### src/shared/stack_frame_pkg.sv
// constants, frame codes and crc step shared by the command frame handler
package stack_frame_pkg;

  // ==========================================================================
  // frame initialization byte layout
  localparam int CMD_FLAG_BIT = 7;
  localparam int REQ_LSB = 4;
  localparam int REQ_W = 3;
  localparam int SIZE_LSB = 0;
  localparam int SIZE_W = 3;
  localparam int COUNT_W = 7;

  // ==========================================================================
  // request categories
  localparam logic [2:0] REQ_SINGLE_READ = 3'h0;
  localparam logic [2:0] REQ_SINGLE_WRITE = 3'h1;
  localparam logic [2:0] REQ_STACK_READ = 3'h2;
  localparam logic [2:0] REQ_STACK_WRITE = 3'h3;
  localparam logic [2:0] REQ_BCAST_READ = 3'h4;
  localparam logic [2:0] REQ_BCAST_WRITE = 3'h5;
  localparam logic [2:0] REQ_BCAST_REV_WRITE = 3'h6;

  // ==========================================================================
  // sizes and crc
  localparam int MAX_WRITE_BYTES = 8;
  localparam int PROTO_BYTES = 6;
  localparam int RESP_FIFO_DEPTH = 8;
  localparam logic [15:0] CRC_INIT = 16'hFFFF;
  localparam logic [15:0] CRC_POLY_REFL = 16'hA001;
  localparam logic [15:0] CRC_INVERT_MASK = 16'hFFFF;
  localparam logic [15:0] CRC_GOOD_RESIDUE = 16'h0000;

  // one byte of the serial crc, bit 0 first as on the wire
  function automatic logic [15:0] crc_byte(input logic [15:0] crc, input logic [7:0] b);
    logic [15:0] c;
    c = crc;
    for (int i = 0; i < 8; i++) begin
      if (c[0] ^ b[i]) begin
        c = (c >> 1) ^ CRC_POLY_REFL;
      end else begin
        c = c >> 1;
      end
    end
    return c;
  endfunction : crc_byte

endpackage : stack_frame_pkg

### src/logic/resp_fifo.sv
// response byte fifo with valid/ready on both sides
`timescale 1ns/1ps
`default_nettype none
module resp_fifo #(
  parameter int WIDTH = 8,
  parameter int DEPTH = 8
) (
  input wire logic mclk,
  input wire logic reset,
  input wire logic [WIDTH-1:0] inData,
  input wire logic inValid,
  output logic inReady,
  output logic [WIDTH-1:0] outData,
  output logic outValid,
  input wire logic outReady
);
  localparam int PW = (DEPTH > 1) ? $clog2(DEPTH) : 1;
  localparam int CW = $clog2(DEPTH + 1);
  localparam logic [PW-1:0] PTR_LAST = PW'(DEPTH - 1);
  localparam logic [CW-1:0] CNT_FULL = CW'(DEPTH);

  logic [WIDTH-1:0] mem [DEPTH];
  logic [PW-1:0] wrPtr_q, wrPtr_d, rdPtr_q, rdPtr_d;
  logic [CW-1:0] count_q, count_d;
  logic doWr, doRd;

  // ==========================================================================
  // pointers and fill level
  always_comb begin
    inReady = (count_q != CNT_FULL);
    outValid = (count_q != '0);
    doWr = inValid && inReady;
    doRd = outValid && outReady;
    wrPtr_d = wrPtr_q;
    rdPtr_d = rdPtr_q;
    if (doWr) begin
      wrPtr_d = (wrPtr_q == PTR_LAST) ? '0 : wrPtr_q + PW'(1);
    end
    if (doRd) begin
      rdPtr_d = (rdPtr_q == PTR_LAST) ? '0 : rdPtr_q + PW'(1);
    end
    count_d = count_q + CW'(doWr) - CW'(doRd);
  end

  always_ff @(posedge mclk) begin
    if (reset) begin
      wrPtr_q <= '0;
      rdPtr_q <= '0;
      count_q <= '0;
    end else begin
      wrPtr_q <= wrPtr_d;
      rdPtr_q <= rdPtr_d;
      count_q <= count_d;
    end
  end

  // storage needs no reset; outValid masks stale words
  always_ff @(posedge mclk) begin
    if (doWr) begin
      mem[wrPtr_q] <= inData;
    end
  end

  assign outData = mem[rdPtr_q];
endmodule : resp_fifo
`default_nettype wire

### src/logic/stack_command_frame_handler.sv
// command and response frame handler of a stackable monitor device
//
// Functional notes
// - crc invert bit flips all response crc bits
// - command runs only with valid frame crc
// - writes give no response, reads do
// - request field selects write or read category
// - response carries init, address, register, data, crc
// - at most one response per command frame
// - single read init 0x80, size field zero
// - read count byte holds registers minus one
// - single write: address, register, one-eight bytes
// - unlock sequences arrive as one multi-byte write
// - stack read has no device address byte
// - stack read answered only by stack devices
// - device N waits for device N+1 response
// - bad upstream crc: withhold response, raise fault
// - response length is data plus six bytes
// - crc matches the documented read test vector
// - crc16 x16+x15+x2+1, start value all ones
// - crc runs in lsb-first serial order
// - crc mismatch discards frame, reports only crc
// - read count ignores its top bit
`timescale 1ns/1ps
`default_nettype none
module stack_command_frame_handler
  import stack_frame_pkg::*;
#(
  parameter int FIFO_DEPTH = RESP_FIFO_DEPTH
) (
  input wire logic mclk,
  input wire logic reset,
  input wire logic [7:0] cmdByte,
  input wire logic cmdValid,
  output logic cmdReady,
  input wire logic [7:0] upByte,
  input wire logic upValid,
  output logic [7:0] respByte,
  output logic respValid,
  input wire logic respReady,
  output logic [15:0] regRdAddr,
  input wire logic [7:0] regRdData,
  output logic regWrEn,
  output logic [15:0] regWrAddr,
  output logic [7:0] regWrData,
  input wire logic [7:0] myAddress,
  input wire logic isStackDevice,
  input wire logic isTopOfStack,
  input wire logic responseCrcInvert,
  output logic crcErrorPulse,
  output logic upstreamCrcFault,
  output logic frameDone
);
  localparam logic [7:0] PROTO_LAST = 8'(PROTO_BYTES - 1);
  localparam logic [15:0] VEC_RESIDUE = crc_byte(crc_byte(crc_byte(crc_byte(crc_byte(
    crc_byte(crc_byte(CRC_INIT, 8'h80), 8'h00), 8'h02), 8'h15), 8'h0B), 8'hCB), 8'h49);
  typedef enum logic [3:0] {
    S_RECV = 4'b0001,
    S_WRITE = 4'b0010,
    S_WAIT = 4'b0100,
    S_RESP = 4'b1000
  } state_e;
  state_e state_q, state_d;
  logic [7:0] idx_q, idx_d, init_q, init_d, dev_q, dev_d;
  logic [15:0] reg_q, reg_d, crc_q, crc_d, rdAddr_q, rdAddr_d;
  logic [COUNT_W-1:0] cnt_q, cnt_d;
  logic [7:0] wbuf_q [MAX_WRITE_BYTES];
  logic [7:0] wbuf_d [MAX_WRITE_BYTES];
  logic wrEn_q, wrEn_d, crcErr_q, crcErr_d, fault_q, fault_d, done_q, done_d;
  logic [15:0] wrAddr_q, wrAddr_d;
  logic [7:0] wrData_q, wrData_d;
  logic [7:0] upIdx_q, upIdx_d, upLast_q, upLast_d, upDev_q, upDev_d;
  logic [15:0] upCrc_q, upCrc_d, upCrcNext;
  logic upEnd_q, upEnd_d, upGood_q, upGood_d, upNext_q, upNext_d;
  logic [2:0] req;
  logic isRead, isWrite, hasDev, addressed, waitNeeded;
  logic [3:0] dataN;
  logic [7:0] regHiPos, dataPos, crcPos, lastPos;
  logic [15:0] crcNext, txCrc;
  logic [7:0] respN, crcHiResp, respLastPos, pushByte;
  logic pushResp, fifoInReady, pushDone, respLast;
  // ==========================================================================
  // frame decode
  always_comb begin
    req = init_q[REQ_LSB +: REQ_W];
    isRead = init_q[CMD_FLAG_BIT] && (req == REQ_SINGLE_READ || req == REQ_STACK_READ
      || req == REQ_BCAST_READ);
    isWrite = init_q[CMD_FLAG_BIT] && (req == REQ_SINGLE_WRITE || req == REQ_STACK_WRITE
      || req == REQ_BCAST_WRITE || req == REQ_BCAST_REV_WRITE);
    hasDev = (req == REQ_SINGLE_READ || req == REQ_SINGLE_WRITE);
    // reads carry one count byte whatever the size field says
    dataN = isRead ? 4'h1 : {1'b0, init_q[SIZE_LSB +: SIZE_W]} + 4'h1;
    regHiPos = hasDev ? 8'h2 : 8'h1;
    dataPos = regHiPos + 8'h2;
    crcPos = dataPos + {4'h0, dataN};
    lastPos = crcPos + 8'h1;
    unique case (req)
      REQ_SINGLE_READ, REQ_SINGLE_WRITE: addressed = (dev_q == myAddress);
      REQ_STACK_READ, REQ_STACK_WRITE: addressed = isStackDevice;
      default: addressed = 1'b1;
    endcase
    waitNeeded = (req == REQ_STACK_READ || req == REQ_BCAST_READ) && !isTopOfStack;
    crcNext = crc_byte(crc_q, cmdByte);
    respN = {1'b0, cnt_q} + 8'h1;
    crcHiResp = respN + 8'h4;
    respLastPos = respN + PROTO_LAST;
    txCrc = {crc_q[7:0], crc_q[15:8]} ^ (responseCrcInvert ? CRC_INVERT_MASK : 16'h0000);
  end

  // ==========================================================================
  // command, write and response sequencing
  always_comb begin
    state_d = state_q;
    idx_d = idx_q;
    init_d = init_q;
    dev_d = dev_q;
    reg_d = reg_q;
    cnt_d = cnt_q;
    crc_d = crc_q;
    rdAddr_d = rdAddr_q;
    wbuf_d = wbuf_q;
    wrEn_d = 1'b0;
    wrAddr_d = wrAddr_q;
    wrData_d = wrData_q;
    crcErr_d = 1'b0;
    fault_d = 1'b0;
    done_d = 1'b0;
    cmdReady = 1'b0;
    pushResp = 1'b0;
    pushByte = 8'h00;
    unique case (state_q)
      S_RECV: begin
        cmdReady = 1'b1;
        if (cmdValid) begin
          crc_d = crcNext;
          idx_d = idx_q + 8'h1;
          if (idx_q == 8'h0) begin
            init_d = cmdByte;
          end else if (hasDev && idx_q == 8'h1) begin
            dev_d = cmdByte;
          end else if (idx_q == regHiPos) begin
            reg_d[15:8] = cmdByte;
          end else if (idx_q == regHiPos + 8'h1) begin
            reg_d[7:0] = cmdByte;
          end else if (idx_q < crcPos) begin
            cnt_d = cmdByte[COUNT_W-1:0];
            wbuf_d[3'(idx_q - dataPos)] = cmdByte;
          end
          if (idx_q != 8'h0 && idx_q == lastPos) begin
            idx_d = 8'h0;
            crc_d = CRC_INIT;
            if (crcNext != CRC_GOOD_RESIDUE) begin
              crcErr_d = 1'b1;
            end else begin
              done_d = 1'b1;
              rdAddr_d = reg_q;
              if (addressed && isRead) begin
                state_d = waitNeeded ? S_WAIT : S_RESP;
              end else if (addressed && isWrite) begin
                state_d = S_WRITE;
              end
            end
          end
        end
      end
      S_WRITE: begin
        // buffered bytes go out back to back so an unlock sequence stays whole
        wrEn_d = 1'b1;
        wrAddr_d = reg_q + {8'h00, idx_q};
        wrData_d = wbuf_q[idx_q[2:0]];
        idx_d = idx_q + 8'h1;
        if (idx_q == {4'h0, dataN} - 8'h1) begin
          idx_d = 8'h0;
          state_d = S_RECV;
        end
      end
      S_WAIT: begin
        // no timeout: a silent upper neighbour holds this device here
        if (upEnd_q) begin
          if (!upGood_q) begin
            fault_d = 1'b1;
            state_d = S_RECV;
          end else if (upNext_q) begin
            state_d = S_RESP;
          end
        end
      end
      S_RESP: begin
        pushResp = 1'b1;
        if (idx_q == 8'h0) begin
          pushByte = {1'b0, cnt_q};
        end else if (idx_q == 8'h1) begin
          pushByte = myAddress;
        end else if (idx_q == 8'h2) begin
          pushByte = reg_q[15:8];
        end else if (idx_q == 8'h3) begin
          pushByte = reg_q[7:0];
        end else if (idx_q < crcHiResp) begin
          pushByte = regRdData;
        end else if (idx_q == crcHiResp) begin
          pushByte = txCrc[15:8];
        end else begin
          pushByte = txCrc[7:0];
        end
        if (fifoInReady) begin
          idx_d = idx_q + 8'h1;
          if (idx_q < crcHiResp) begin
            crc_d = crc_byte(crc_q, pushByte);
          end
          if (idx_q > 8'h3 && idx_q < crcHiResp) begin
            rdAddr_d = rdAddr_q + 16'h0001;
          end
          if (idx_q == respLastPos) begin
            idx_d = 8'h0;
            crc_d = CRC_INIT;
            state_d = S_RECV;
          end
        end
      end
    endcase
  end
  always_ff @(posedge mclk) begin
    if (reset) begin
      state_q <= S_RECV;
      {idx_q, init_q, dev_q, reg_q, rdAddr_q, cnt_q} <= '0;
      crc_q <= CRC_INIT;
      wbuf_q <= '{default: 8'h00};
      {wrEn_q, wrAddr_q, wrData_q, crcErr_q, fault_q, done_q} <= '0;
    end else begin
      state_q <= state_d;
      {idx_q, init_q, dev_q, reg_q, rdAddr_q, cnt_q} <= {idx_d, init_d, dev_d, reg_d, rdAddr_d,
        cnt_d};
      crc_q <= crc_d;
      wbuf_q <= wbuf_d;
      {wrEn_q, wrAddr_q, wrData_q, crcErr_q, fault_q, done_q} <= {wrEn_d, wrAddr_d, wrData_d,
        crcErr_d, fault_d, done_d};
    end
  end
  // ==========================================================================
  // upstream response monitor
  always_comb begin
    upIdx_d = upIdx_q;
    upLast_d = upLast_q;
    upDev_d = upDev_q;
    upCrc_d = upCrc_q;
    upEnd_d = 1'b0;
    upGood_d = upGood_q;
    upNext_d = upNext_q;
    upCrcNext = crc_byte(upCrc_q, upByte);
    if (upValid) begin
      upCrc_d = upCrcNext;
      upIdx_d = upIdx_q + 8'h1;
      if (upIdx_q == 8'h0) begin
        upLast_d = {1'b0, upByte[COUNT_W-1:0]} + 8'(PROTO_BYTES);
      end else if (upIdx_q == 8'h1) begin
        upDev_d = upByte;
      end
      if (upIdx_q != 8'h0 && upIdx_q == upLast_q) begin
        upIdx_d = 8'h0;
        upCrc_d = CRC_INIT;
        upEnd_d = 1'b1;
        upGood_d = (upCrcNext == CRC_GOOD_RESIDUE);
        upNext_d = (upDev_q == myAddress + 8'h1);
      end
    end
  end
  always_ff @(posedge mclk) begin
    if (reset) begin
      {upIdx_q, upLast_q, upDev_q, upEnd_q, upGood_q, upNext_q} <= '0;
      upCrc_q <= CRC_INIT;
    end else begin
      {upIdx_q, upLast_q, upDev_q, upEnd_q, upGood_q, upNext_q} <= {upIdx_d, upLast_d, upDev_d,
        upEnd_d, upGood_d, upNext_d};
      upCrc_q <= upCrc_d;
    end
  end
  // ==========================================================================
  // response buffer and outputs
  resp_fifo #(.WIDTH(8), .DEPTH(FIFO_DEPTH)) u_resp_fifo (
    .mclk(mclk),
    .reset(reset),
    .inData(pushByte),
    .inValid(pushResp),
    .inReady(fifoInReady),
    .outData(respByte),
    .outValid(respValid),
    .outReady(respReady)
  );

  assign regRdAddr = rdAddr_q;
  assign regWrEn = wrEn_q;
  assign regWrAddr = wrAddr_q;
  assign regWrData = wrData_q;
  assign crcErrorPulse = crcErr_q;
  assign upstreamCrcFault = fault_q;
  assign frameDone = done_q;

  // ==========================================================================
  // checks
  assign pushDone = pushResp && fifoInReady;
  assign respLast = pushDone && (idx_q == respLastPos);
endmodule : stack_command_frame_handler
`default_nettype wire

### config.mk
export PLATFORM = sky130hd
export DESIGN_NAME = stack_command_frame_handler
export DESIGN_NICKNAME = d
export VERILOG_FILES = /design/src/shared/stack_frame_pkg.sv /design/src/logic/resp_fifo.sv /design/src/logic/stack_command_frame_handler.sv
export SDC_FILE = /design/constraint.sdc
export NUM_CORES = 1
export LEC_CHECK = 0
export ABC_CLOCK_PERIOD_IN_PS = 4900
export BUFFER_PORTS_ARGS = -buffer_cell sky130_fd_sc_hd__buf_2
export CAP_MARGIN = 40
export CORE_UTILIZATION = 55
export CTS_BUF_LIST = sky130_fd_sc_hd__clkbuf_8
export DETAILED_ROUTE_END_ITERATION = 7
export PLACE_DENSITY_LB_ADDON = 0.2
export SYNTH_ARGS = -nofsm -noshare
export SYNTH_HDL_FRONTEND = slang
export SYNTH_SLANG_ARGS = --single-unit
### constraint.sdc
create_clock -name mclk -period 4.9 [get_ports mclk]
set_input_delay 0.245 -clock mclk [delete_from_list [all_inputs] [get_ports mclk]]
set_output_delay 0.245 -clock mclk [all_outputs]
set_load 0.05 [all_outputs]
Yosys cells after proc, flatten, opt, wreduce, memory -nomap -nowiden
Memory sizes are Yosys's and may differ from the RTL's. A register that Yosys moved wholly into a read port is not among the register bits.
Cells that the tools add are included.
{"block": "word_totals", "register_bits": 228, "ramBits": 64, "in_bits": 40, "elab_cells": 314, "n_memories": 1}
{"block": "op_classes", "addsub": 20, "n_lt_le_gt_ge": 6, "eq_ne": 37, "muxes": 109, "n_bitwise": 61, "n_reduce_logical": 47}
{"name": "u_resp_fifo.mem", "depth": 8, "width": 8, "read_ports": 1, "rd_clocked_by_memory_dff": 1, "wr": 1, "line": "resp_fifo.sv:22", "source": "logic [WIDTH-1:0] mem [DEPTH];"}
{"cell": "$mux 16", "n": 57}
{"cell": "$mux 8", "n": 17}
{"cell": "$not 2->3", "n": 23}
{"cell": "$bwmux 64", "n": 1}
{"cell": "$pmux 16 s2", "n": 2}
{"cell": "$mux 4", "n": 13}
{"cell": "$eq 8x8->1", "n": 6}
{"cell": "$add 8x1->8 const B", "n": 3}
{"cell": "$bmux 8 s3", "n": 1}
{"cell": "$demux 8 s3", "n": 1}
{"cell": "$pmux 8 s3", "n": 1}
{"cell": "$xor 1x1->1", "n": 24}
{"cell": "$add 16x1->16 const B", "n": 1}
{"cell": "$add 16x8->16", "n": 1}
{"cell": "$add 8x3->8 const B", "n": 2}
{"cell": "$eq 8x1->1 const B", "n": 2}
{"cell": "$eq 8x2->1 const B", "n": 2}
{"cell": "$logic_not 16->1", "n": 1}
{"cell": "$logic_not 8->1", "n": 2}
{"cell": "$ne 2x2->1 const B", "n": 8}
{"cell": "$pmux 4 s4", "n": 1}
{"cell": "$reduce_bool 16->1", "n": 1}
{"cell": "$reduce_bool 8->1", "n": 2}
{"cell": "$xor 16x16->16", "n": 1}
{"cell": "52 further kinds", "n": 107}

Longest topological paths before layout
{"block": "logic_depth", "word_depth": 51, "depth_mapped": 19, "depth_no_buf": 18}

By module
Synthesis repeated with hierarchy kept, for this count alone.
{"block": "hier_totals", "cells_unflattened": 1652, "hier_area_um2": 15887.7}
{"mod": "stack_command_frame_handler", "instances": 1, "cells_per_inst": 1483, "area_per_inst_um2": 12699.7}
{"mod": "resp_fifo", "instances": 1, "cells_per_inst": 169, "area_per_inst_um2": 3188.1}

Worst setup path after synthesis
OpenSTA, ideal clock, no wires.
{"block": "synth_path", "path_kind": "reg2reg", "from": "register init_q[5]", "to": "register wbuf_q[39] (netlist bit)", "t_arrival_ns": 4.270, "required_ns": 4.772, "path_slack_ns": 0.502, "path_stages_with_launch": 18, "n_path_buf": 2, "synth_period_minus_slack_ns": 4.398, "cell_sequence": "dfxtp_1 clkbuf_1 nor2_1 inv_1 ha_1 fa_1 xor2_1 inv_1 ha_1 o21a_1 o21ai_0 nand2b_1 a21oi_1 nand2b_1 clkbuf_1 nor2_1 mux2i_1 nor2_1"}
{"block": "synth_via", "elab_chain_len": 11, "word_cells_on_any_way": 29, "cone_classes": "add/sub (4); order compare (3); eq/ne (5); mux (5); bitwise (4); reduce/logical (8)"}
{"element": "start, declared", "line": "stack_command_frame_handler.sv:64", "source": "logic [7:0] idx_q, idx_d, init_q, init_d, dev_q, dev_d;"}
{"element": "start signal, assigned", "line": "stack_command_frame_handler.sv:231", "source": "{idx_q, init_q, dev_q, reg_q, rdAddr_q, cnt_q} <= {idx_d, init_d, dev_d, reg_d, rdAddr_d,"}
{"element": "$eq 3x1->1 / $logic_not 3->1 (equally long branches)", "line": "stack_command_frame_handler.sv:90, stack_command_frame_handler.sv:86"}
{"element": "$logic_or 1x1->1", "line": "stack_command_frame_handler.sv:90", "source": "hasDev = (req == REQ_SINGLE_READ || req == REQ_SINGLE_WRITE);"}
{"element": "$mux 2", "line": "stack_command_frame_handler.sv:93", "source": "regHiPos = hasDev ? 8'h2 : 8'h1;"}
{"element": "$add 2x2->3", "line": "stack_command_frame_handler.sv:94", "source": "dataPos = regHiPos + 8'h2;"}
{"element": "$sub 3x3->3", "line": "stack_command_frame_handler.sv:147", "source": "wbuf_d[3'(idx_q - dataPos)] = cmdByte;"}
{"element": "$not 3->4 (implied by the code)", "line": "stack_command_frame_handler.sv:147"}
{"element": "$ge 4x4->1 (implied by the code) / $lt 4x1->1 (equally long branches)", "line": "stack_command_frame_handler.sv:147"}
{"element": "$logic_and 1x1->1 (implied by the code)", "line": "stack_command_frame_handler.sv:147"}
{"element": "$mux 8 (implied by the code)", "line": "stack_command_frame_handler.sv:147"}
{"element": "$demux 8 s3", "line": "stack_command_frame_handler.sv:147"}
{"element": "$bwmux 64", "line": "stack_command_frame_handler.sv:147"}
{"element": "end signal, assigned", "line": "stack_command_frame_handler.sv:234", "source": "wbuf_q <= wbuf_d;"}
{"element": "end, declared", "line": "stack_command_frame_handler.sv:67", "source": "logic [7:0] wbuf_q [MAX_WRITE_BYTES];"}
Parallel ways exist; a longest one is shown, timed or not.
A chain may end at the register's enable or synchronous reset.

Worst setup path in the final report
{"block": "layout_path", "from": "register cnt_q[1]", "to": "register crc_q[15]"}
{"block": "layout_via", "elab_chain_len": 51, "word_cells_on_any_way": 56, "cone_classes": "add/sub (3); order compare (1); eq/ne (3); mux (40); bitwise (8); reduce/logical (1)"}
{"element": "start, declared", "line": "stack_command_frame_handler.sv:66", "source": "logic [COUNT_W-1:0] cnt_q, cnt_d;"}
{"element": "start signal, assigned", "line": "stack_command_frame_handler.sv:231"}
{"element": "branches (longest 51 deep; another with $add 7x1->8)"}
{"element": "end signal, assigned", "line": "stack_command_frame_handler.sv:233", "source": "crc_q <= crc_d;"}
{"element": "end, declared", "line": "stack_command_frame_handler.sv:65", "source": "logic [15:0] reg_q, reg_d, crc_q, crc_d, rdAddr_q, rdAddr_d;"}
Several ways; the timed one is not identified. The select of a mux whose other input is x is not followed.

==> results.sh <==
export IMPL_cp_max_fo=7
export IMPL_grt_pass1_wl_mm=64.6
export IMPL_rr_startpoint="cnt_q[1]$_SDFFE_PP0P_"
export IMPL_die_area_mm2=0.0296
export IMPL_grt_start_max_net_pins=112
export IMPL_critical_path_class="reg -> reg"
export IMPL_synthAdderAreaFrac_pct=4.74
export IMPL_first_iter_violations=1046
export IMPL_avgSynthCellArea_um2=9.52
export IMPL_powerDensity_mw_per_mm2=381
export IMPL_cts_buffers=48
export IMPL_max_slew_margin_pct=42.5
export IMPL_ys_seq_area_share_pct=41.0
export IMPL_cp_arrival_ns=5.02
export IMPL_dr_pass1_iters=5
export IMPL_setup_viol=0
export IMPL_run_status="finished clean"
export IMPL_synth_simple_area_share_pct=16.9
export IMPL_drc=0
export IMPL_synth_cell_types=82
export IMPL_routedWlPerCell_um=18.8
export IMPL_overflow=0
export IMPL_cts_tree="built"
export IMPL_crit_required_ns=5.36
export IMPL_core_mm2=0.0282
export IMPL_post_route_min_period_ns=4.56
export IMPL_syn_nets=1771
export IMPL_worst_pin_slew_ns=0.857
export IMPL_start_util_pct=56.6
export IMPL_htreeDepth=2
export IMPL_grt_pass1_vias=12100
export IMPL_power_leakage_nw=7.35
export IMPL_r2r_setup_slack_ns=0.34
export IMPL_port_buffers=93
export IMPL_cts_sinks=294
export IMPL_hp_class="in -> reg"
export IMPL_routed_wl_mm=41.3
export IMPL_synth_edff_count=64
export IMPL_cp_startpoint="cnt_q[1]$_SDFFE_PP0P_"
export IMPL_synth_cells=1673
export IMPL_final_cell_mix="nor2_1, dfxtp_1, mux2i_1"
export IMPL_synth_xor_area_share_pct=8.72
export IMPL_final_nets=1874
export IMPL_stdcell_count=2195
export IMPL_die_h_um=172
export IMPL_dp_cells=2098
export IMPL_whs_endpoint="upDev_q[3]$_SDFFE_PP0P_"
export IMPL_ys_warnings_count=0
export IMPL_finalHoldViolCount=0
export IMPL_syn2layout_area_growth_pct=13.3
export IMPL_synth_top_family_by_area="simple AND/OR/NAND/NOR gates"
export IMPL_slew_violations=0
export IMPL_reg2reg_depth=19
export IMPL_grt_usage_pct=28.1
export IMPL_die_w_um=172
export IMPL_ios=94
export IMPL_place_area_mm2=0.0169
export IMPL_via_count=12700
export IMPL_dominantRegCellSynth="dfxtp_1"
export IMPL_row_count=61
export IMPL_root_buffer="clkbuf_8"
export IMPL_ant_nets=0
export IMPL_n_fill_cell=2377
export IMPL_clock_path_buffers=3
export IMPL_vias_per_cell=5.77
export IMPL_max_clock_freq_mhz=219
export IMPL_hpwl_mm=29.0
export IMPL_ir_drop_v=0.000273
export IMPL_drv_cap=0
export IMPL_min_path_cells=3
export IMPL_netlist_area_mm2=0.0159
export IMPL_layout_commonest_cell="nor2_1"
export IMPL_rsz0062_at_grt="false"
export IMPL_ys_seq_elements=294
export IMPL_drive_above_1_share_pct=16.5
export IMPL_clock_latency_ns=0.58
export IMPL_skew_ns=0.0251
export IMPL_pre_cts_slack_ns=0.0910
export IMPL_synth_compound_area_share_pct=11.6
export IMPL_gp_congestion=0.976
export IMPL_synth_mux_area_share_pct=13.6
export IMPL_timing_rr_end="crc_q[15]$_SDFFE_PP1P_"
export IMPL_tns_ns=0
export IMPL_async_flop_share_pct=0
export IMPL_period_share_pct=93.0
export IMPL_worstHoldStart="upByte[3]"
export IMPL_clkTransAtPathRegs_ns=0.06
export IMPL_antenna_found_initial=1
export IMPL_endpoint_kind="register"
export IMPL_final_area_mm2=0.0180
export IMPL_cp_start_kind="register"
export IMPL_setup_slack_ns=0.341
==> what timing repair did <==
action / in CTS / in global routing
hold buffers: 3 / 0
endpoints found under the hold margin: 4 / 0
gates resized for setup: 0 / 11
setup buffers: 0 / 2
endpoints found under the setup margin: 0 / 4
==> power breakdown <==
group	internal [W]	switching, W	total, W
logic	0.000891	0.00105	0.00194
registers	0.00258	0.000156	0.00274
clock network	0.00120	0.000994	0.00220
total	0.00468	0.00220	0.00688
==> cells by family after synthesis <==
group,Yosys count
buffers and inverters,144
flip-flops,294
AND/OR/NAND/NOR,572
XOR/XNOR,153
adder cells (fa/ha/maj),58
AO/OA/AOI/OAI,277
multiplexers,175
==> worst max-delay path: stages, from the launching register on <==
cell and delay, ns:
dfxtp_2 0.39, ha_1 0.20, nand4_1 0.20, xor2_2 0.27, nor2_1 0.14, nand2_1 0.07, xor2_1 0.15, ha_1 0.31
nand4_1 0.24, buf_4 0.23, o21ai_0 0.22, and3_1 0.19, a211oi_1 0.05, o21ai_0 0.33, xor2_1 0.35, xnor2_2 0.17
xnor3_1 0.29, xor2_1 0.20, nand2b_4 0.16, a221o_1 0.31
==> stage by stage <==
step	hold WS, ns	power [W]	utilization, %
6_report	0.0430	0.00688	64.1
5_1_grt	0.0348	0.00722	64.1
4_1_cts	0.0168	0.00689	63.8
3_5_place_dp	0.442	0.00469	60.1
3_3_place_gp	0.438	0.00463	59.9
2_1_floorplan	0.389	0.00422	-
==> state kept, by name (all words and copies together), names as in the netlist, 3 cells and up, named ones only <==
signal               cells
u_resp_fifo.rdPtr_q      3
regRdAddr               16
reg_q                   16
state_q                  4
u_resp_fifo.mem         64
u_resp_fifo.wrPtr_q      3
u_resp_fifo.count_q      4
crc_q                   16
cnt_q                    7
regWrAddr               16
regWrData                8
dev_q                    8
upCrc_q                 16
upDev_q                  8
upIdx_q                  8
idx_q                    8
upLast_q                 8
wbuf_q                  64
init_q                   7
==> area by class of cell <==
class	instances	area [um^2]	area share [%]
Clock buffer	59	812	4.50
Sequential cell	294	6530	36.2
Clock inverter	31	200	1.11
Timing Repair Buffer	153	970	5.37
Tap cell	378	473	2.62
Multi-Input combinational cell	1235	8890	49.3
Inverter	44	165	0.915
Antenna cell	1	2.50	0.0139
==> cells in the mapped netlist (12+ instances only) <==
| master | instances | share of area (%) |
|---|---|---|
| a211oi_1 | 25 | 1.2 |
| a21oi_1 | 70 | 2.2 |
| a22oi_1 | 16 | 0.75 |
| and3_1 | 18 | 0.71 |
| clkbuf_1 | 80 | 1.9 |
| dfxtp_1 | 230 | 29 |
| edfxtp_1 | 64 | 12 |
| ha_1 | 54 | 4.2 |
| inv_1 | 44 | 1.0 |
| mux2_2 | 12 | 0.85 |
| mux2i_1 | 131 | 8.2 |
| mux4_2 | 32 | 4.5 |
| nand2_1 | 131 | 3.1 |
| nand2b_1 | 24 | 0.94 |
| nand3_1 | 27 | 0.85 |
| nand4_1 | 22 | 0.86 |
| nor2_1 | 246 | 5.8 |
| nor2b_1 | 16 | 0.63 |
| nor3_1 | 16 | 0.50 |
| o21ai_0 | 56 | 1.8 |
| xnor2_1 | 93 | 5.1 |
| xor2_1 | 56 | 3.1 |
==> worst max-delay path by stage <==
stage	end	cells after the start
CTS	crc_q[15]$_SDFFE_PP1P_	18
finish	crc_q[15]$_SDFFE_PP1P_	19
floorplan	wbuf_q[39]$_SDFFE_PP0P_	17
global route	crc_q[15]$_SDFFE_PP1P_	18
global placement	crc_q[15]$_SDFFE_PP1P_	18
detailed placement	crc_q[15]$_SDFFE_PP1P_	18
==> routing by layer <==
layer	GRT usage, %	vias to the layer above	wire (um)
li1	-	6159	-
met2	46.1	371	19500
met3	3.87	70	2540
met5	0	-	0
met4	8.85	0	835
met1	38.2	6072	18400
No activity file was read; power rests on OpenSTA's default activity.
